$ cat src/inc/scs_regs.vh
// Operation
// - transmit frame count reads as 9 bits, 0 to 256, queued length entries.
// - receive frame count reads as 10 bits, 0 to 512, queued length entries.
// - each command bit acts when written one and never reads back stored.
// - timer start runs the timer with expiry events; stop halts and resets it.
// - sync search command drops sync at once and restarts the search.
// - receiver reset empties receive queue and restarts receiver immediately.
// - software loads the frame first; send command starts it with opening sequence.
// - repeat send loops the frame; repeat halt stops after the current frame.
// - transmitter reset abandons frame, idles, empties queue, accepts new data.
// - timed send with send or repeat sends one frame per timer expiry.
// - bit 24 clears on read, 13..8 on status push, live bits never latch.
// - lowest four status bits mirror live CTS, DSR, CD and RI pins.
// - abort flag sets when an abort sequence arrives during a frame.
// - frame check flag is one on CRC failure and zero on pass.
// - length check overrun aborts the frame and sets length exceeded flag.
// - frames not byte multiple or below minimum size flagged invalid, still queued.
// - frame lost flag sets when unserviced overflow was followed by more data.
// - receive overflow flag sets when the message overflows the receive queue.
// - live empty flag for transmit queue; live full flag at 256 frames.
// - command in progress flag high during execution; software must wait.
// - clock recovery unlock sets flag, blocks receive, pauses transmit in mode 5.
// - live repeat and timed flags; transmit overflow flag cleared on status read.
// - receive length entry written after frame: data bytes plus status word.
`ifndef SCS_REGS_VH
`define SCS_REGS_VH

`define SCS_ADDR_W          8
`define SCS_OFS_FRAME_CNT   8'h10
`define SCS_OFS_COMMAND     8'h14
`define SCS_OFS_STATUS      8'h18

`define SCS_TX_CNT_W        9
`define SCS_RX_CNT_W        10
`define SCS_TX_CNT_MAX      9'h100
`define SCS_RX_CNT_MAX      10'h200
`define SCS_TX_CNT_LSB      16

`define SCS_CMD_TIMER_START 0
`define SCS_CMD_TIMER_STOP  1
`define SCS_CMD_SYNC_SEARCH 16
`define SCS_CMD_RX_RESET    17
`define SCS_CMD_SEND_FRAME  24
`define SCS_CMD_REPEAT_SEND 25
`define SCS_CMD_REPEAT_HALT 26
`define SCS_CMD_TX_RESET    27
`define SCS_CMD_TIMED_SEND  28

`define SCS_ST_CTS          0
`define SCS_ST_DSR          1
`define SCS_ST_CD           2
`define SCS_ST_RI           3
`define SCS_ST_ABORT        8
`define SCS_ST_CRC          9
`define SCS_ST_LEN_EXC      10
`define SCS_ST_INVALID      11
`define SCS_ST_LOST         12
`define SCS_ST_OVERFLOW     13
`define SCS_ST_TX_EMPTY     16
`define SCS_ST_LEN_FULL     17
`define SCS_ST_CMD_BUSY     18
`define SCS_ST_UNLOCKED     19
`define SCS_ST_REPEAT       20
`define SCS_ST_TIMED        21
`define SCS_ST_TX_OVF       24

`define SCS_CMD_BUSY_CYCLES 3'h4
`define SCS_STATUS_BYTES    16'h0004
`define SCS_RESP_OKAY       2'h0
`define SCS_RESP_SLVERR     2'h2

`endif

$ cat src/scs_channel_regs.v
`timescale 1ns/1ns
`include "scs_regs.vh"
module scs_channel_regs (
  input  wire        ref_clk_in,          // 100 MHz clock
  input  wire        sys_rst_in,          // async reset, high
  input  wire [7:0]  s_axi_awaddr_in,     // write address
  input  wire        s_axi_awvalid_in,    // write address valid
  output reg         s_axi_awready_out,   // write address ready
  input  wire [31:0] s_axi_wdata_in,      // write data
  input  wire [3:0]  s_axi_wstrb_in,      // byte enables
  input  wire        s_axi_wvalid_in,     // write data valid
  output reg         s_axi_wready_out,    // write data ready
  output reg  [1:0]  s_axi_bresp_out,     // write response
  output reg         s_axi_bvalid_out,    // write response valid
  input  wire        s_axi_bready_in,     // write response ready
  input  wire [7:0]  s_axi_araddr_in,     // read address
  input  wire        s_axi_arvalid_in,    // read address valid
  output reg         s_axi_arready_out,   // read address ready
  output reg  [31:0] s_axi_rdata_out,     // read data
  output reg  [1:0]  s_axi_rresp_out,     // read response
  output reg         s_axi_rvalid_out,    // read data valid
  input  wire        s_axi_rready_in,     // read data ready
  input  wire        cts_in,              // modem pin level
  input  wire        dsr_in,              // modem pin level
  input  wire        cd_in,               // modem pin level
  input  wire        ri_in,               // modem pin level
  input  wire        tx_frame_push_in,    // length entry pushed to tx length queue
  input  wire        tx_frame_end_in,     // frame on the line finished
  input  wire        tx_queue_empty_in,   // tx queue holds no bytes
  input  wire        tx_queue_ovf_in,     // write would pass tx queue size
  input  wire        rx_frame_start_in,   // receive frame begins
  input  wire        rx_abort_seq_in,     // abort sequence inside frame
  input  wire        rx_crc_valid_in,     // crc result strobe
  input  wire        rx_crc_fail_in,      // crc result, high on fail
  input  wire        rx_len_exceed_in,    // length check overrun
  input  wire        rx_frame_end_in,     // receive frame ended
  input  wire [16:0] rx_frame_bits_in,    // bits in ended frame
  input  wire [1:0]  rx_addr_bytes_in,    // enabled address bytes
  input  wire [1:0]  rx_crc_bytes_in,     // enabled crc bytes
  input  wire        rx_lost_in,          // data after unserviced overflow
  input  wire        rx_overflow_in,      // rx queue overflowed
  input  wire        rx_status_push_in,   // status word pushed to rx queue
  input  wire [15:0] rx_data_bytes_in,    // data bytes pushed for this frame
  input  wire        rx_frame_pop_in,     // rx length entry read out
  input  wire        dpll_in_use_in,      // rx clock recovered by dpll
  input  wire        dpll_lost_in,        // dpll lost lock
  input  wire        clock_mode5_in,      // clock mode 5 selected
  input  wire        timer_expired_in,    // timer expiry pulse
  output reg         timer_run_out,       // timer counting
  output reg         timer_clear_out,     // timer back to initial state
  output reg         timer_event_out,     // timer expiry event
  output reg         sync_search_out,     // drop sync, sync_search_cmd
  output reg         rx_reset_out,        // reset receiver, flush rx queue
  output reg         rx_block_out,        // receive disabled
  output reg         rx_abort_out,        // abort current rx frame
  output reg         rx_len_wr_out,       // rx length queue write
  output reg  [15:0] rx_len_data_out,     // rx length entry
  output reg         tx_send_out,         // start one frame with opening sequence
  output reg         tx_repeat_out,       // loop the frame
  output reg         tx_reset_out,        // abandon frame, idle, flush tx queue
  output reg         tx_pause_out         // hold transmit as on cts loss
);
  reg        aw_held_reg;
  reg [7:0]  awaddr_reg;
  reg        w_held_reg;
  reg [31:0] wdata_reg;
  reg [3:0]  wstrb_reg;
  reg [2:0]  busy_cnt_reg;
  reg        repeat_reg;
  reg        halt_pend_reg;
  reg        timed_reg;
  reg        tx_ovf_reg;
  reg        abort_reg;
  reg        crc_reg;
  reg        len_exc_reg;
  reg        invalid_reg;
  reg        lost_reg;
  reg        overflow_reg;
  reg        unlocked_reg;
  reg [31:0] rd_word;
  reg [1:0]  rd_resp;
  reg [31:0] status_word;

  wire [`SCS_TX_CNT_W-1:0] tx_count;
  wire [`SCS_RX_CNT_W-1:0] rx_count;
  wire                     tx_len_full;

  // widen byte strobes into a bit mask
  function [31:0] lane_mask;
    input [3:0] strb;
    begin
      lane_mask = {{8{strb[3]}}, {8{strb[2]}}, {8{strb[1]}}, {8{strb[0]}}};
    end
  endfunction

  // high when the frame is not whole bytes or shorter than data+address+crc
  function frame_bad;
    input [16:0] bits;
    input [1:0]  addr_b;
    input [1:0]  crc_b;
    reg   [16:0] min_bits;
    begin
      min_bits  = {9'h000, ({3'h0, addr_b} + {3'h0, crc_b} + 5'h01), 3'h0};
      frame_bad = (bits[2:0] != 3'h0) || (bits < min_bits);
    end
  endfunction

  wire        wr_fire    = aw_held_reg && w_held_reg && !s_axi_bvalid_out;
  wire        wr_is_cmd  = (awaddr_reg == `SCS_OFS_COMMAND);
  wire        cmd_busy   = (busy_cnt_reg != 3'h0);
  // a command written while busy is dropped; software must poll the busy bit
  wire        cmd_accept = wr_fire && wr_is_cmd && !cmd_busy;
  wire [31:0] cmd_bits   = cmd_accept ? (wdata_reg & lane_mask(wstrb_reg)) : 32'h00000000;
  wire        rd_fire    = s_axi_arvalid_in && s_axi_arready_out;
  wire        status_rd  = rd_fire && (s_axi_araddr_in == `SCS_OFS_STATUS);
  wire        c_tstart   = cmd_bits[`SCS_CMD_TIMER_START];
  wire        c_tstop    = cmd_bits[`SCS_CMD_TIMER_STOP];
  wire        c_send     = cmd_bits[`SCS_CMD_SEND_FRAME];
  wire        c_rep      = cmd_bits[`SCS_CMD_REPEAT_SEND];
  wire        c_halt     = cmd_bits[`SCS_CMD_REPEAT_HALT];
  wire        c_txrst    = cmd_bits[`SCS_CMD_TX_RESET];
  wire        c_timed    = cmd_bits[`SCS_CMD_TIMED_SEND];
  wire        c_rxrst    = cmd_bits[`SCS_CMD_RX_RESET];
  wire        timer_fire = timer_expired_in && timer_run_out;

  scs_frame_counter #(
    .W   (`SCS_TX_CNT_W),
    .MAX (`SCS_TX_CNT_MAX)
  ) u_tx_count (
    .clk_in    (ref_clk_in),
    .rst_in    (sys_rst_in),
    .clear_in  (c_txrst),
    .inc_in    (tx_frame_push_in),
    .dec_in    (tx_frame_end_in),
    .count_out (tx_count),
    .full_out  (tx_len_full)
  );

  scs_frame_counter #(
    .W   (`SCS_RX_CNT_W),
    .MAX (`SCS_RX_CNT_MAX)
  ) u_rx_count (
    .clk_in    (ref_clk_in),
    .rst_in    (sys_rst_in),
    .clear_in  (c_rxrst),
    .inc_in    (rx_status_push_in),
    .dec_in    (rx_frame_pop_in),
    .count_out (rx_count),
    .full_out  ()
  );

  always @* begin
    status_word                    = 32'h00000000;
    status_word[`SCS_ST_CTS]       = cts_in;
    status_word[`SCS_ST_DSR]       = dsr_in;
    status_word[`SCS_ST_CD]        = cd_in;
    status_word[`SCS_ST_RI]        = ri_in;
    status_word[`SCS_ST_ABORT]     = abort_reg;
    status_word[`SCS_ST_CRC]       = crc_reg;
    status_word[`SCS_ST_LEN_EXC]   = len_exc_reg;
    status_word[`SCS_ST_INVALID]   = invalid_reg;
    status_word[`SCS_ST_LOST]      = lost_reg;
    status_word[`SCS_ST_OVERFLOW]  = overflow_reg;
    status_word[`SCS_ST_TX_EMPTY]  = tx_queue_empty_in;
    status_word[`SCS_ST_LEN_FULL]  = tx_len_full;
    status_word[`SCS_ST_CMD_BUSY]  = cmd_busy;
    status_word[`SCS_ST_UNLOCKED]  = unlocked_reg;
    status_word[`SCS_ST_REPEAT]    = repeat_reg;
    status_word[`SCS_ST_TIMED]     = timed_reg;
    status_word[`SCS_ST_TX_OVF]    = tx_ovf_reg;
  end

  always @* begin
    rd_resp = `SCS_RESP_OKAY;
    case (s_axi_araddr_in)
      `SCS_OFS_FRAME_CNT: rd_word = {7'h00, tx_count, 6'h00, rx_count};
      `SCS_OFS_COMMAND:   rd_word = 32'h00000000;
      `SCS_OFS_STATUS:    rd_word = status_word;
      default: begin
        rd_word = 32'h00000000;
        rd_resp = `SCS_RESP_SLVERR;
      end
    endcase
  end

  // write channel: address and data may arrive in either order
  always @(posedge ref_clk_in or posedge sys_rst_in) begin
    if (sys_rst_in) begin
      s_axi_awready_out <= 1'b1;
      s_axi_wready_out  <= 1'b1;
      s_axi_bvalid_out  <= 1'b0;
      s_axi_bresp_out   <= `SCS_RESP_OKAY;
      aw_held_reg       <= 1'b0;
      w_held_reg        <= 1'b0;
      awaddr_reg        <= 8'h00;
      wdata_reg         <= 32'h00000000;
      wstrb_reg         <= 4'h0;
    end else begin
      if (s_axi_awvalid_in && s_axi_awready_out) begin
        aw_held_reg       <= 1'b1;
        awaddr_reg        <= s_axi_awaddr_in;
        s_axi_awready_out <= 1'b0;
      end
      if (s_axi_wvalid_in && s_axi_wready_out) begin
        w_held_reg       <= 1'b1;
        wdata_reg        <= s_axi_wdata_in;
        wstrb_reg        <= s_axi_wstrb_in;
        s_axi_wready_out <= 1'b0;
      end
      if (wr_fire) begin
        aw_held_reg      <= 1'b0;
        w_held_reg       <= 1'b0;
        s_axi_bvalid_out <= 1'b1;
        if (awaddr_reg == `SCS_OFS_FRAME_CNT || awaddr_reg == `SCS_OFS_STATUS || wr_is_cmd)
          s_axi_bresp_out <= `SCS_RESP_OKAY;
        else
          s_axi_bresp_out <= `SCS_RESP_SLVERR;
      end
      if (s_axi_bvalid_out && s_axi_bready_in) begin
        s_axi_bvalid_out  <= 1'b0;
        s_axi_awready_out <= 1'b1;
        s_axi_wready_out  <= 1'b1;
      end
    end
  end

  always @(posedge ref_clk_in or posedge sys_rst_in) begin
    if (sys_rst_in) begin
      s_axi_arready_out <= 1'b1;
      s_axi_rvalid_out  <= 1'b0;
      s_axi_rdata_out   <= 32'h00000000;
      s_axi_rresp_out   <= `SCS_RESP_OKAY;
    end else begin
      if (rd_fire) begin
        s_axi_arready_out <= 1'b0;
        s_axi_rvalid_out  <= 1'b1;
        s_axi_rdata_out   <= rd_word;
        s_axi_rresp_out   <= rd_resp;
      end else if (s_axi_rvalid_out && s_axi_rready_in) begin
        s_axi_rvalid_out  <= 1'b0;
        s_axi_arready_out <= 1'b1;
      end
    end
  end

  // command execution, timer and transmit control
  always @(posedge ref_clk_in or posedge sys_rst_in) begin
    if (sys_rst_in) begin
      busy_cnt_reg    <= 3'h0;
      timer_run_out   <= 1'b0;
      timer_clear_out <= 1'b0;
      timer_event_out <= 1'b0;
      sync_search_out <= 1'b0;
      rx_reset_out    <= 1'b0;
      tx_send_out     <= 1'b0;
      tx_reset_out    <= 1'b0;
      tx_repeat_out   <= 1'b0;
      repeat_reg      <= 1'b0;
      halt_pend_reg   <= 1'b0;
      timed_reg       <= 1'b0;
    end else begin
      if (cmd_accept)
        busy_cnt_reg <= `SCS_CMD_BUSY_CYCLES;
      else if (cmd_busy)
        busy_cnt_reg <= busy_cnt_reg - 3'h1;
      // pulses last one cycle so nothing is held in the command word
      timer_clear_out <= c_tstop;
      sync_search_out <= cmd_bits[`SCS_CMD_SYNC_SEARCH];
      rx_reset_out    <= c_rxrst;
      tx_reset_out    <= c_txrst;
      timer_event_out <= timer_fire && !c_tstop;
      if (c_tstop)
        timer_run_out <= 1'b0;
      else if (c_tstart)
        timer_run_out <= 1'b1;
      // immediate send, or one frame per expiry while timed mode is armed
      tx_send_out <= !c_txrst && ((((c_send || c_rep) && !c_timed)
                     || (timed_reg && timer_fire)));
      if (c_txrst) begin
        repeat_reg    <= 1'b0;
        halt_pend_reg <= 1'b0;
        timed_reg     <= 1'b0;
      end else begin
        if (c_rep)
          repeat_reg <= 1'b1;
        else if (halt_pend_reg && tx_frame_end_in)
          repeat_reg <= 1'b0;
        if (c_halt && (repeat_reg || c_rep))
          halt_pend_reg <= 1'b1;
        else if (tx_frame_end_in)
          halt_pend_reg <= 1'b0;
        if (c_timed && (c_send || c_rep))
          timed_reg <= 1'b1;
        else if (tx_frame_end_in && (!repeat_reg || halt_pend_reg))
          timed_reg <= 1'b0;
      end
      tx_repeat_out <= repeat_reg && !timed_reg && !halt_pend_reg && !c_halt && !c_txrst;
    end
  end

  // receive status flags: a set in the same cycle as the push survives
  always @(posedge ref_clk_in or posedge sys_rst_in) begin
    if (sys_rst_in) begin
      tx_ovf_reg      <= 1'b0;
      abort_reg       <= 1'b0;
      crc_reg         <= 1'b0;
      len_exc_reg     <= 1'b0;
      invalid_reg     <= 1'b0;
      lost_reg        <= 1'b0;
      overflow_reg    <= 1'b0;
      unlocked_reg    <= 1'b0;
      rx_block_out    <= 1'b0;
      tx_pause_out    <= 1'b0;
      rx_abort_out    <= 1'b0;
      rx_len_wr_out   <= 1'b0;
      rx_len_data_out <= 16'h0000;
    end else begin
      if (tx_queue_ovf_in)
        tx_ovf_reg <= 1'b1;
      else if (status_rd)
        tx_ovf_reg <= 1'b0;
      if (rx_abort_seq_in)
        abort_reg <= 1'b1;
      else if (rx_status_push_in)
        abort_reg <= 1'b0;
      if (rx_crc_valid_in)
        crc_reg <= rx_crc_fail_in;
      else if (rx_status_push_in)
        crc_reg <= 1'b0;
      if (rx_len_exceed_in)
        len_exc_reg <= 1'b1;
      else if (rx_status_push_in)
        len_exc_reg <= 1'b0;
      if (rx_frame_end_in && frame_bad(rx_frame_bits_in, rx_addr_bytes_in, rx_crc_bytes_in))
        invalid_reg <= 1'b1;
      else if (rx_status_push_in)
        invalid_reg <= 1'b0;
      if (rx_lost_in)
        lost_reg <= 1'b1;
      else if (rx_status_push_in)
        lost_reg <= 1'b0;
      if (rx_overflow_in)
        overflow_reg <= 1'b1;
      else if (rx_status_push_in)
        overflow_reg <= 1'b0;
      if (dpll_in_use_in && dpll_lost_in)
        unlocked_reg <= 1'b1;
      else if (rx_frame_start_in || !dpll_in_use_in)
        unlocked_reg <= 1'b0;
      rx_block_out  <= unlocked_reg;
      tx_pause_out  <= unlocked_reg && clock_mode5_in;
      rx_abort_out  <= rx_len_exceed_in;
      // length entry counts data plus the status word just pushed
      rx_len_wr_out <= rx_status_push_in;
      if (rx_status_push_in)
        rx_len_data_out <= rx_data_bytes_in + `SCS_STATUS_BYTES;
    end
  end
endmodule

$ cat src/scs_frame_counter.v
`timescale 1ns/1ns
module scs_frame_counter #(
  parameter W   = 9,
  parameter MAX = 256
) (
  input  wire         clk_in,    // clock
  input  wire         rst_in,    // async reset, high
  input  wire         clear_in,  // empty the count
  input  wire         inc_in,    // one entry added
  input  wire         dec_in,    // one entry removed
  output reg  [W-1:0] count_out, // entries held
  output reg          full_out   // count at max
);
  localparam [W-1:0] MAX_W = MAX;
  localparam [W-1:0] ONE_W = 1;
  reg [W-1:0] count_next;

  always @* begin
    count_next = count_out;
    if (clear_in)
      count_next = {W{1'b0}};
    else if (inc_in && !dec_in && count_out != MAX_W)
      count_next = count_out + ONE_W;
    else if (dec_in && !inc_in && count_out != {W{1'b0}})
      count_next = count_out - ONE_W;
  end

  always @(posedge clk_in or posedge rst_in) begin
    if (rst_in) begin
      count_out <= {W{1'b0}};
      full_out  <= 1'b0;
    end else begin
      count_out <= count_next;
      full_out  <= (count_next == MAX_W);
    end
  end
endmodule

$ cat config.mk
export PLATFORM = sky130hd
export DESIGN_NAME = scs_channel_regs
export DESIGN_NICKNAME = d
export VERILOG_FILES = /design/src/scs_channel_regs.v /design/src/scs_frame_counter.v
export VERILOG_INCLUDE_DIRS = /design/src /design/src/inc
export SDC_FILE = /design/constraint.sdc
export NUM_CORES = 1
export LEC_CHECK = 0
export ABC_CLOCK_PERIOD_IN_PS = 3200
export BUFFER_PORTS_ARGS = -buffer_cell sky130_fd_sc_hd__buf_2
export CAP_MARGIN = 25
export CORE_MARGIN = 3
export CORE_UTILIZATION = 46
export CTS_CLUSTER_DIAMETER = 30
export CTS_CLUSTER_SIZE = 10
export DETAILED_ROUTE_END_ITERATION = 8
export PLACE_DENSITY = 0.77
export RECOVER_POWER = 100
export SETUP_SLACK_MARGIN = 0.02
export SLEW_MARGIN = 30
export SYNTH_ARGS = -nofsm -noshare
export SYNTH_HDL_FRONTEND = slang
export SYNTH_SLANG_ARGS = --single-unit
$ cat constraint.sdc
create_clock -name ref_clk_in -period 3.2 [get_ports ref_clk_in]
set_input_delay 0 -clock ref_clk_in [delete_from_list [all_inputs] [get_ports ref_clk_in]]
set_output_delay 0 -clock ref_clk_in [all_outputs]
set_load 0.02 [all_outputs]
==> reports/metrics.csv, run 1 <==
stage,metric,value,unit
worst_setup_path,CP Launch Type,flop,
routing,Starting DRT DRC Count,262,
cells_and_area,Final Instance Area,0.00771,sq mm
worst_hold_path,HP Class,input port to flop,
cells_and_area,max reg flops,23,
placement,pre-CTS WS,-0.0332,ns
cells_and_area,area grow syn2layout,39.5,%
run,# Max-Cap Violations,1,
power_and_ir_drop,Lkg Pwr,3.52,nW
floorplan,Die X,116,microns
placement,placed instance area,0.00649,sq mm
clock_tree,"Clk Latency, worst-skew pair",0.41,ns
floorplan,die area,0.0134,sq mm
worst_setup_path,CP endpoint kind,flop,
timing,Max Clock Freq,0.336,GHz
yosys,top-count cell post-synth,dfrtp_1,
yosys,flop and latch count out of synthesis,114,
clock_tree,clock-pin slew on the worst setup and hold paths,0.06,ns
routing,DRT Pass-1 Iters,5,
yosys,Synth top area share,50.3,%
cells_and_area,most flop-heavy register,s_axi_rdata_out,
timing,setup violators final,0,
cells_and_area,# nets final,894,
clock_tree,clock buffer depth,2,
cells_and_area,register area,0.00286,sq mm
clock_tree,CTS buffer count,17,
floorplan,row count,39,
cells_and_area,Non-Filler Instances,914,
yosys,Synth Flop Type,dfrtp_1,
placement,RD Place Congestion,0.850,
clock_tree,clock sinks,114,
cells_and_area,biggest regs,"s_axi_rdata_out (23), rx_len_data_out (16), u_rx_count.count_out (10)",
routing,final WL,14800,microns
routing,routed via count,4914,
worst_setup_path,kind of critical path,flop to flop,
timing,RSZ-0062 raised after global routing,false,
placement,I/O Buffers,151,
floorplan,core area,0.0116,sq mm
worst_setup_path,reg-to-reg endpoint,u_rx_count.count_out[9]$_DFFE_PP0P_,
worst_setup_path,CP Data Required Time,3.53,ns
power_and_ir_drop,pwr/cell area,735,mW/mm^2
clock_tree,CTS tree,yes,
yosys,largest area contributor in the netlist,dfrtp_1,
timing,actual slew at the worst max-slew pin,2.62,ns
yosys,Mapped Area,0.00553,sq mm
worst_hold_path,Hold Crit Depth,5,
timing,Worst Clk Skew,0.00909,ns
global_route,initial antenna violation count,0,
floorplan,starting density of the core,47.8,%
worst_hold_path,Hold EP,s_axi_rresp_out[1]$_DFFE_PP0P_,
yosys,sequential share of the synthesized area,51.7,%
power_and_ir_drop,Max IR drop VDD,0.000594,V
floorplan,Die H,116,microns
worst_setup_path,FF-to-FF Start,u_rx_count.count_out[1]$_DFFE_PP0P_,
outcome,outcome,finished with violations,
routing,DRC,0,
timing,Hold Slack,0.00513,ns
timing,Final Cycle Share,93.1,%
yosys,"EDFF count, synth",0,
clock_tree,H-tree depth,4,
global_route,first-pass GRT wire length,23900,microns
worst_setup_path,r2r setup slk,0.22,ns
outcome,failing checks,"capacitance limit, slew limit",
yosys,ys async rst share,100,%
global_route,largest net degree at the start of global routing,70,
clock_tree,CTS root buffer,clkbuf_16,
placement,post-DP HPWL,9750,microns
floorplan,Top-Level Pins,187,
cells_and_area,share of cells above drive strength 1,22.6,%
cells_and_area,Layout Utilization,66.7,%
worst_setup_path,WP data arrival,3.31,ns
yosys,Syn Area/Cell,10.6,sq um
global_route,global-route total usage across every layer,22.6,%
global_route,number of global-route vias before repair,4993,
timing,relative slew slack,-74.9,%
yosys,top post-synthesis cells by count,"dfrtp_1, nand2_1, nor2_1",
cells_and_area,fill count,896,
worst_setup_path,Reg2Reg Depth,11,
timing,min cycle time layout,2.98,ns
timing,setup ws final,0.222,ns
routing,post-route ant nets,0,
yosys,Unique masters post-synth,60,
global_route,GR Overflow Total,0,
yosys,synth warn,0,
routing,Routed WL per cell,16.2,microns
routing,vias per inst,5.38,
timing,Hold Fails Final Rpt,0,
placement,cell count after placement,813,
timing,fin. max-slew vios,69,
yosys,Post-Synthesis Cells,521,
cells_and_area,ant diodes,0,
worst_hold_path,hold path startpoint,s_axi_araddr_in[0],
yosys,ranking of synthesized cells by area,"dfrtp_1, mux2_2, ha_1",
cells_and_area,area of the multi-input gates,0.00251,sq mm
worst_setup_path,critical-path maximum fanout,6,
final cells by class:
type / instances / share of cell area [%]
Multi-Input combinational cell: 367 / 32.5
Timing Repair Buffer: 235 / 19.0
Clock buffer: 18 / 5.57
Tap cell: 143 / 2.32
Sequential cell: 114 / 37.0
Inverter: 23 / 1.12
Clock inverter: 14 / 2.37
routing by layer:
metal,global-route usage [%],vias to the layer above,share of wire (%)
li1,-,2308,-
met1,27.7,2376,42
met4,8.82,0,2.2
met3,5.27,29,5.8
met2,38.9,201,50
met5,0,-,0
logic make-up (layout without fill, tap and decap cells):
logic type / after synthesis / after routing / share of synthesized area, %
multiplexers: 38 / 38 / 7.43
other: 1 / 11 / 0.0679
AND/OR/NAND/NOR: 162 / 162 / 14.7
AO/OA/AOI/OAI: 115 / 115 / 13.8
flip-flops: 114 / 114 / 51.7
adder cells (fa/ha/maj): 18 / 18 / 4.35
XOR/XNOR: 23 / 23 / 3.65
buffers and inverters: 50 / 290 / 4.30
through the flow:
step | total power, mW | TNS (ns)
after detailed placement | 3.62 | -0.0332
after global placement | 3.53 | 0
after floorplan | 3.17 | 0
final | 5.67 | 0
after CTS | 5.65 | 0
after global routing | 5.98 | 0
how the worst max path moves through the flow:
stage,from,end,slack (ns),cells after the start
floorplan,u_rx_count.count_out[1]$_DFFE_PP0P_,u_rx_count.count_out[9]$_DFFE_PP0P_,0.02,11
global placement,u_rx_count.count_out[1]$_DFFE_PP0P_,u_rx_count.count_out[9]$_DFFE_PP0P_,0.06,11
detailed placement,u_rx_count.count_out[1]$_DFFE_PP0P_,u_rx_count.count_out[9]$_DFFE_PP0P_,-0.03,11
CTS,u_rx_count.count_out[1]$_DFFE_PP0P_,u_rx_count.count_out[9]$_DFFE_PP0P_,0.05,11
global route,awaddr_reg[1]$_DFFE_PP0P_,u_rx_count.count_out[3]$_DFFE_PP0P_,0.03,7
finish,u_rx_count.count_out[1]$_DFFE_PP0P_,u_rx_count.count_out[9]$_DFFE_PP0P_,0.22,11
layout by cell type (no fill, tap or decap), drive strengths merged, types with 13 or more instances in the layout:
master | netlist | routed
mux2i | 14 | 14
nand3 | 13 | 13
xnor2 | 15 | 15
nand2 | 49 | 49
clkbuf | 13 | 83
buf | 14 | 104
dfrtp | 111 | 111
ha | 16 | 16
a21oi | 29 | 29
o21ai | 31 | 31
mux2 | 24 | 24
nor2 | 37 | 37
dlygate4sd3 | 0 | 66
inv | 23 | 25
power breakdown:
part | internal [mW] | switching (mW) | total, mW | leakage [nW]
clock network | 1.23 | 0.710 | 1.94 | 0.287
logic | 0.786 | 0.842 | 1.63 | 1.82
registers | 1.79 | 0.304 | 2.09 | 1.41
what timing repair did:
action                                  4_1_cts  5_1_grt
hold endpoints to repair                    129        0
pin swaps                                     1        4
buffers inserted                              0        3
endpoints found under the setup margin        1        2
hold buffers                                 66        0
gates resized for setup                       2        5
worst max-delay path, stage by stage (launching register included):
cell and delay [ns]:
dfrtp_1 0.37, or4_4 0.55, nor4_4 0.18, a21oi_2 0.11
inv_2 0.11, buf_4 0.14, ha_1 0.25, or2_2 0.33
and3_1 0.22, a21boi_1 0.17, mux2_2 0.34, a21oi_1 0.14
Note: power is estimated with default switching activity, not from simulation.
==> inputs of run 2 (changes only) <==
--- a/config.mk
+++ b/config.mk
@@ -16,4 +16,5 @@
 export DETAILED_ROUTE_END_ITERATION = 8
-export PLACE_DENSITY = 0.77
+export PLACE_DENSITY_LB_ADDON = 0.08
 export RECOVER_POWER = 100
+export REMOVE_ABC_BUFFERS = 1
 export SETUP_SLACK_MARGIN = 0.02
--- a/constraint.sdc
+++ b/constraint.sdc
@@ -3,2 +3,2 @@
 set_output_delay 0 -clock ref_clk_in [all_outputs]
-set_load 0.02 [all_outputs]
+set_load 0.1 [all_outputs]
==> reports/metrics.csv, run 2 (synthesized netlist as in run 1, its figures left out) <==
stage,metric,value,unit,change
outcome,outcome,finished with violations,,
outcome,failing checks,"capacitance limit, slew limit",,
timing,RSZ-0062 raised after global routing,true,,
floorplan,Die X,116,microns,unchanged
worst_setup_path,critical-path maximum fanout,6,,unchanged
floorplan,starting density of the core,47.8,%,unchanged
global_route,GR Overflow Total,0,,unchanged
timing,setup_tns,0,ns,unchanged
clock_tree,CTS root buffer,clkbuf_16,,
cells_and_area,area grow syn2layout,39.6,%,about the same
floorplan,die area,0.0134,sq mm,unchanged
worst_setup_path,CP Data Required Time,3.46,ns,-0.07 ns
global_route,number of global-route vias before repair,4828,,-3.3%
power_and_ir_drop,pwr/cell area,788,mW/mm^2,+7.2%
routing,DRC,0,,unchanged
placement,cell count after placement,818,,+0.62%
clock_tree,H-tree depth,4,,unchanged
worst_setup_path,CP max stage cell,or4_4,,
global_route,M3 GR Usage,5.48,%,+0.21 points
global_route,initial antenna violation count,0,,unchanged
worst_setup_path,CP peak stage delay,0.54,ns,about the same
worst_setup_path,Reg2Reg Depth,12,,+1
placement,RD Place Congestion,0.886,,+4.3%
cells_and_area,# nets final,897,,+0.34%
clock_tree,CTS buffer count,17,,unchanged
power_and_ir_drop,Overall Power,6.08,mW,+7.3%
cells_and_area,share of cells above drive strength 1,22.6,%,+0.042 points
floorplan,row count,39,,unchanged
routing,final WL,13800,microns,-6.8%
timing,min cycle time layout,3.05,ns,+0.0699 ns
power_and_ir_drop,Max IR drop VDD,0.000913,V,+54%
clock_tree,clock buffer depth,2,,unchanged
worst_hold_path,Hold Crit Depth,6,,+1
timing,Hold Slack,0.126,ns,+0.121 ns
timing,Worst Clk Skew,0.00741,ns,-0.00168 ns
global_route,Top Usage Layer GRT,met2,,
global_route,largest net degree at the start of global routing,62,,-11%
timing,actual slew at the worst max-slew pin,2.02,ns,-0.602 ns
timing,relative slew slack,-34.8,%,+40 points
timing,Max Clock Freq,0.328,GHz,-2.3%
worst_setup_path,kind of critical path,flop to flop,,
placement,post-DP HPWL,9500,microns,-2.6%
global_route,GR Layer Usage met2,34.5,%,-4.4 points
worst_setup_path,CP endpoint kind,flop,,
routing,post-route ant nets,0,,unchanged
clock_tree,clock sinks,114,,unchanged
global_route,global-route total usage across every layer,21.5,%,-1.1 points
clock_tree,CTS tree,yes,,
cells_and_area,"commonest non-fill, non-tap cell in the layout",dfrtp_1,,
routing,routed via count,4744,,-3.5%
run,# Max-Cap Violations,1,,unchanged
placement,I/O Buffers,151,,unchanged
cells_and_area,fill count,964,,+7.6%
cells_and_area,"commonest cells after routing, fill and taps aside","dfrtp_1, buf_2, clkbuf_1",,
routing,Starting DRT DRC Count,204,,-22%
clock_tree,"Clk Latency, worst-skew pair",0.40,ns,about the same
timing,setup ws final,0.152,ns,-0.0699 ns
cells_and_area,max reg flops,23,,unchanged
timing,Hold Fails Final Rpt,0,,unchanged
cells_and_area,most flop-heavy register,s_axi_rdata_out,,
cells_and_area,Non-Filler Instances,917,,+0.33%
worst_setup_path,critical path cell sequence,or4_4 -> nor4_4 -> a21oi_2 -> inv_2 -> buf_4 -> ha_1 -> nand3_1 -> o211ai_1 -> or3_1 -> a31oi_2 -> xor2_1 -> o31ai_1,,
timing,setup violators final,0,,unchanged
routing,vias per inst,5.17,,-3.8%
placement,pre-CTS WS,-0.115,ns,-0.0820 ns
clock_tree,clock-pin slew on the worst setup and hold paths,0.05,ns,about the same
global_route,first-pass GRT wire length,22800,microns,-4.6%
routing,Routed WL per cell,15.1,microns,-7.1%
floorplan,Die H,116,microns,unchanged
timing,Final Cycle Share,95.2,%,+2.2 points
power_and_ir_drop,Lkg Pwr,3.51,nW,-0.43%
routing,DRT Pass-1 Iters,4,,-1
worst_setup_path,CP Launch Type,flop,,
worst_hold_path,HP Class,input port to flop,,
floorplan,Top-Level Pins,187,,unchanged
cells_and_area,ant diodes,0,,unchanged
global_route,grt met1 use,28.2,%,+0.42 points
cells_and_area,biggest regs,"s_axi_rdata_out (23), rx_len_data_out (16), u_rx_count.count_out (10)",,
floorplan,core area,0.0116,sq mm,unchanged
timing,fin. max-slew vios,55,,-20%
worst_setup_path,WP data arrival,3.30,ns,about the same
run 2: cell count changes in the layout (fill, tap and decap cells not counted), moves of 3 or more:
cell	change
buf_2	-3
clkinv_4	-6
clkinvlp_4	+5
buf_4	+3
run 2: timing repair:
action	4_1_cts	5_1_grt
endpoints found under the hold margin	114	0
resized for setup	2	8
buffers inserted	0	1
pin swaps	1	2
hold buffers	66	0
endpoints found under the setup margin	1	1
run 2: stage by stage:
stage | area [sq um] | util (%)
final | 7710 | 66.7
after global routing | 7710 | 66.7
after CTS | 7800 | 67.4
after detailed placement | 6520 | 56.4
after global placement | 6510 | 56.3
after floorplan | 5410 | -
run 2: cell type report:
cell class	count	area (sq um)	area share (%)
sequential	114	2860	37.0
inverter	23	86.3	1.12
multi-input combinational	367	2510	32.5
tap	143	179	2.32
clock buffer	19	453	5.87
clock inverter	13	160	2.08
timing repair buffer	238	1470	19.1
run 2: worst paths after layout:
check	from	end	slack, ns
min reg2reg	unlocked_reg$_DFFE_PP0P_	rx_block_out$_DFF_PP0_	0.44
max in group asynchronous	sys_rst_in	s_axi_rdata_out[19]$_DFFE_PP0P_	0.52
max reg2reg	u_rx_count.count_out[1]$_DFFE_PP0P_	u_rx_count.count_out[8]$_DFFE_PP0P_	0.15
min	s_axi_araddr_in[1]	s_axi_rdata_out[11]$_DFFE_PP0P_	0.13
min in group asynchronous	sys_rst_in	rx_len_data_out[1]$_DFFE_PP0P_	0.83
max	u_rx_count.count_out[1]$_DFFE_PP0P_	u_rx_count.count_out[8]$_DFFE_PP0P_	0.15
run 2: worst max-delay path, delay by kind of cell (launching register included):
family | cells | cell delay [ns]
AND/OR/NAND/NOR | 4 | 1.30
AO/OA/AOI/OAI | 4 | 0.51
flip-flops | 1 | 0.38
adder cells (fa/ha/maj) | 1 | 0.29
buffers and inverters | 2 | 0.25
XOR/XNOR | 1 | 0.17
run 2: layer usage:
metal,part of all wire (%),routed length [microns]
met2,47,6480
met3,6.2,862
met4,1.5,202
met1,45,6280
met5,0,0
run 2: where the power goes:
part           total, mW  switching [mW]  internal [mW]
Combinational       2.06            1.26          0.807
Clock               1.92           0.662           1.26
Sequential          2.09           0.303           1.79
==> inputs of run 3 (changes only) <==
Settings changed: ABC_AREA set to 1, ABC_CLOCK_PERIOD_IN_PS 3200 to 3500, CORE_UTILIZATION 46 to 50.
Clock period 3.2 ns to 3.5 ns, I/O delays scaled along.
==> reports/metrics.csv, run 3 <==
stage,metric,value,unit,change
cells_and_area,"commonest cells after routing, fill and taps aside","nand2_1, dfrtp_1, buf_2",,
worst_setup_path,CP Launch Type,flop,,
routing,Top Layer Used,met4,,
placement,placed instance area,0.00659,sq mm,+1.1%
global_route,largest net degree at the start of global routing,66,,+6.5%
yosys,synth warn,0,,unchanged
yosys,Synth Flop Type,dfrtp_1,,
routing,post-route ant nets,0,,unchanged
timing,Hold Fails Final Rpt,0,,unchanged
yosys,Mapped Area,0.00575,sq mm,+4.0%
yosys,flop and latch count out of synthesis,114,,unchanged
global_route,global-route total usage across every layer,25.1,%,+3.6 points
worst_setup_path,CP Data Required Time,3.83,ns,+0.37 ns
timing,Max Clock Freq,0.351,GHz,+6.9%
worst_setup_path,CP endpoint kind,flop,,
cells_and_area,Final Instance Area,0.00781,sq mm,+1.2%
routing,met2 routed WL,7690,microns,+19%
run,# Max-Cap Violations,1,,unchanged
worst_setup_path,r2r setup slk,0.65,ns,+0.50 ns
routing,Routed WL per cell,14.4,microns,-4.6%
power_and_ir_drop,pwr/cell area,689,mW/mm^2,-12%
worst_hold_path,HP Class,input port to flop,,
yosys,ranking of synthesized cells by area,"dfrtp_1, nand2_1, inv_1",,
timing,actual slew at the worst max-slew pin,2.41,ns,+0.395 ns
routing,routed via count,5489,,+16%
global_route,GR Overflow Total,0,,unchanged
global_route,initial antenna violation count,0,,unchanged
cells_and_area,# nets final,1064,,+19%
outcome,failing checks,"capacitance limit, slew limit",,
yosys,Syn Area/Cell,8.31,sq um,-22%
placement,I/O Buffers,151,,unchanged
clock_tree,clock-pin slew on the worst setup and hold paths,0.05,ns,about the same
global_route,number of global-route vias before repair,5461,,+13%
clock_tree,CTS buffer count,17,,unchanged
timing,Worst Clk Skew,0.0153,ns,+0.00792 ns
routing,wire length on met1,6570,microns,+4.6%
timing,setup violators final,0,,unchanged
routing,DRC,0,,unchanged
worst_setup_path,Reg2Reg Depth,13,,+1
timing,relative slew slack,-61.1,%,-26 points
worst_setup_path,critical-path maximum fanout,12,,+6
cells_and_area,register area,0.00286,sq mm,unchanged
yosys,ys async rst share,100,%,unchanged
timing,setup_tns,0,ns,unchanged
clock_tree,CTS root buffer,clkbuf_16,,
power_and_ir_drop,Lkg Pwr,3.95,nW,+13%
cells_and_area,biggest regs,"s_axi_rdata_out (23), rx_len_data_out (16), u_rx_count.count_out (10)",,
placement,cell count after placement,973,,+19%
yosys,top post-synthesis cells by count,"nand2_1, dfrtp_1, inv_1",,
floorplan,core area,0.0110,sq mm,-4.6%
global_route,first-pass GRT wire length,25600,microns,+12%
routing,DRT Pass-1 Iters,5,,+1
timing,min cycle time layout,2.85,ns,-0.196 ns
yosys,sequential share of the synthesized area,49.7,%,-2.0 points
cells_and_area,area grow syn2layout,35.9,%,
placement,pre-CTS WS,0.721,ns,+0.836 ns
clock_tree,CTS tree,yes,,
outcome,outcome,finished with violations,,
cells_and_area,share of cells above drive strength 1,14.2,%,-8.4 points
cells_and_area,ant diodes,0,,unchanged
routing,final WL,15500,microns,+12%
cells_and_area,Non-Filler Instances,1079,,+18%
yosys,top-count cell post-synth,nand2_1,,
floorplan,Top-Level Pins,187,,unchanged
floorplan,Die H,113,microns,-2.1%
timing,fin. max-slew vios,66,,+20%
worst_hold_path,Hold Crit Depth,6,,unchanged
clock_tree,"Clk Latency, worst-skew pair",0.42,ns,+0.02 ns
power_and_ir_drop,Max IR drop VDD,0.000537,V,-41%
clock_tree,clock sinks,114,,unchanged
floorplan,die area,0.0128,sq mm,-4.1%
floorplan,row count,38,,-2.6%
placement,post-DP HPWL,10200,microns,+7.2%
yosys,largest area contributor in the netlist,dfrtp_1,,
floorplan,starting density of the core,52.1,%,+4.3 points
timing,RSZ-0062 raised after global routing,false,,
routing,Starting DRT DRC Count,321,,+57%
placement,RD Place Congestion,0.906,,+2.2%
routing,vias per inst,5.09,,-1.7%
cells_and_area,"commonest non-fill, non-tap cell in the layout",nand2_1,,
yosys,Unique masters post-synth,42,,-30%
clock_tree,clock buffer depth,2,,unchanged
worst_setup_path,kind of critical path,flop to flop,,
clock_tree,H-tree depth,4,,unchanged
cells_and_area,max reg flops,23,,unchanged
yosys,Synth top area share,48.3,%,-1.9 points
cells_and_area,Layout Utilization,70.8,%,+4.1 points
worst_setup_path,WP data arrival,3.18,ns,-0.12 ns
floorplan,Die X,113,microns,-2.1%
timing,Final Cycle Share,81.5,%,-14 points
cells_and_area,fill count,898,,-6.8%
cells_and_area,area of the multi-input gates,0.00240,sq mm,-4.4%
routing,met3 routed WL,1020,microns,+18%
cells_and_area,most flop-heavy register,s_axi_rdata_out,,
yosys,"EDFF count, synth",0,,unchanged
yosys,Post-Synthesis Cells,692,,+33%
timing,setup ws final,0.648,ns,+0.496 ns
## run 3: critical path, cell delays in order (launching register included)
cell and delay [ns]:
dfrtp_1 0.49, inv_1 0.09, nand4_1 0.09, nor2_1 0.07, nand3_1 0.07, nand3_1 0.40
ha_1 0.54, a21o_1 0.21, nand3_1 0.07, nand2_1 0.07, a21oi_1 0.22, o21ai_0 0.14
and2_1 0.15, o21ai_0 0.15
## run 3: layout make-up
type | count | share of cell area, %
sequential | 114 | 36.6
multi-input combinational | 471 | 30.7
timing repair buffer | 230 | 18.7
clock buffer | 26 | 6.65
inverter | 94 | 4.58
tap | 140 | 2.24
clock inverter | 4 | 0.609
## run 3: kinds of logic (layout without fill, tap and decap cells)
logic type	count (synthesis)	after routing	synth area share [%]
xor gates and xnor gates	18	18	2.74
adders and majority gates	18	18	4.18
AOI/OAI and AO/OA	117	117	11.5
and+or+nand+nor	307	307	22.9
other	1	11	0.0652
DFF	114	114	49.7
buffers and inverters	117	354	8.84
## run 3: what timing repair did
item	4_1_cts	5_1_grt
setup endpoints to repair	0	0
resized for setup	0	0
setup buffers	0	0
endpoints found under the hold margin	125	0
hold buffers	76	0
## run 3: routing by layer
layer	up-vias	track usage, %
li1	2698	-
met1	2560	30.8
met2	209	42.9
met3	22	7.22
met4	0	8.17
met5	-	0
## run 3: worst paths after layout
path                                                          start                                   to
worst max-delay path            u_rx_count.count_out[0]$_DFFE_PP0P_  u_rx_count.count_out[7]$_DFFE_PP0P_
worst min-delay path                                rx_frame_pop_in  u_rx_count.count_out[9]$_DFFE_PP0P_
worst max register to register  u_rx_count.count_out[0]$_DFFE_PP0P_  u_rx_count.count_out[7]$_DFFE_PP0P_
worst min register to register             unlocked_reg$_DFFE_PP0P_               rx_block_out$_DFF_PP0_
max in group asynchronous                                sys_rst_in      s_axi_rdata_out[19]$_DFFE_PP0P_
min in group asynchronous                                sys_rst_in       rx_len_data_out[5]$_DFFE_PP0P_
## run 3: per-stage QoR
step / hold WS (ns) / power, mW
5_1_grt: 0.110 / 5.72
2_1_floorplan: 0.0314 / 3.27
3_3_place_gp: 0.123 / 3.62
4_1_cts: 0.0594 / 5.43
6_report: 0.0911 / 5.39
3_5_place_dp: 0.120 / 3.68
## run 3: power breakdown
group	switching, mW	internal, mW	total [mW]
Combinational	1.30	0.576	1.87
Sequential	0.239	1.63	1.87
Clock	0.569	1.08	1.64
Total	2.10	3.28	5.39
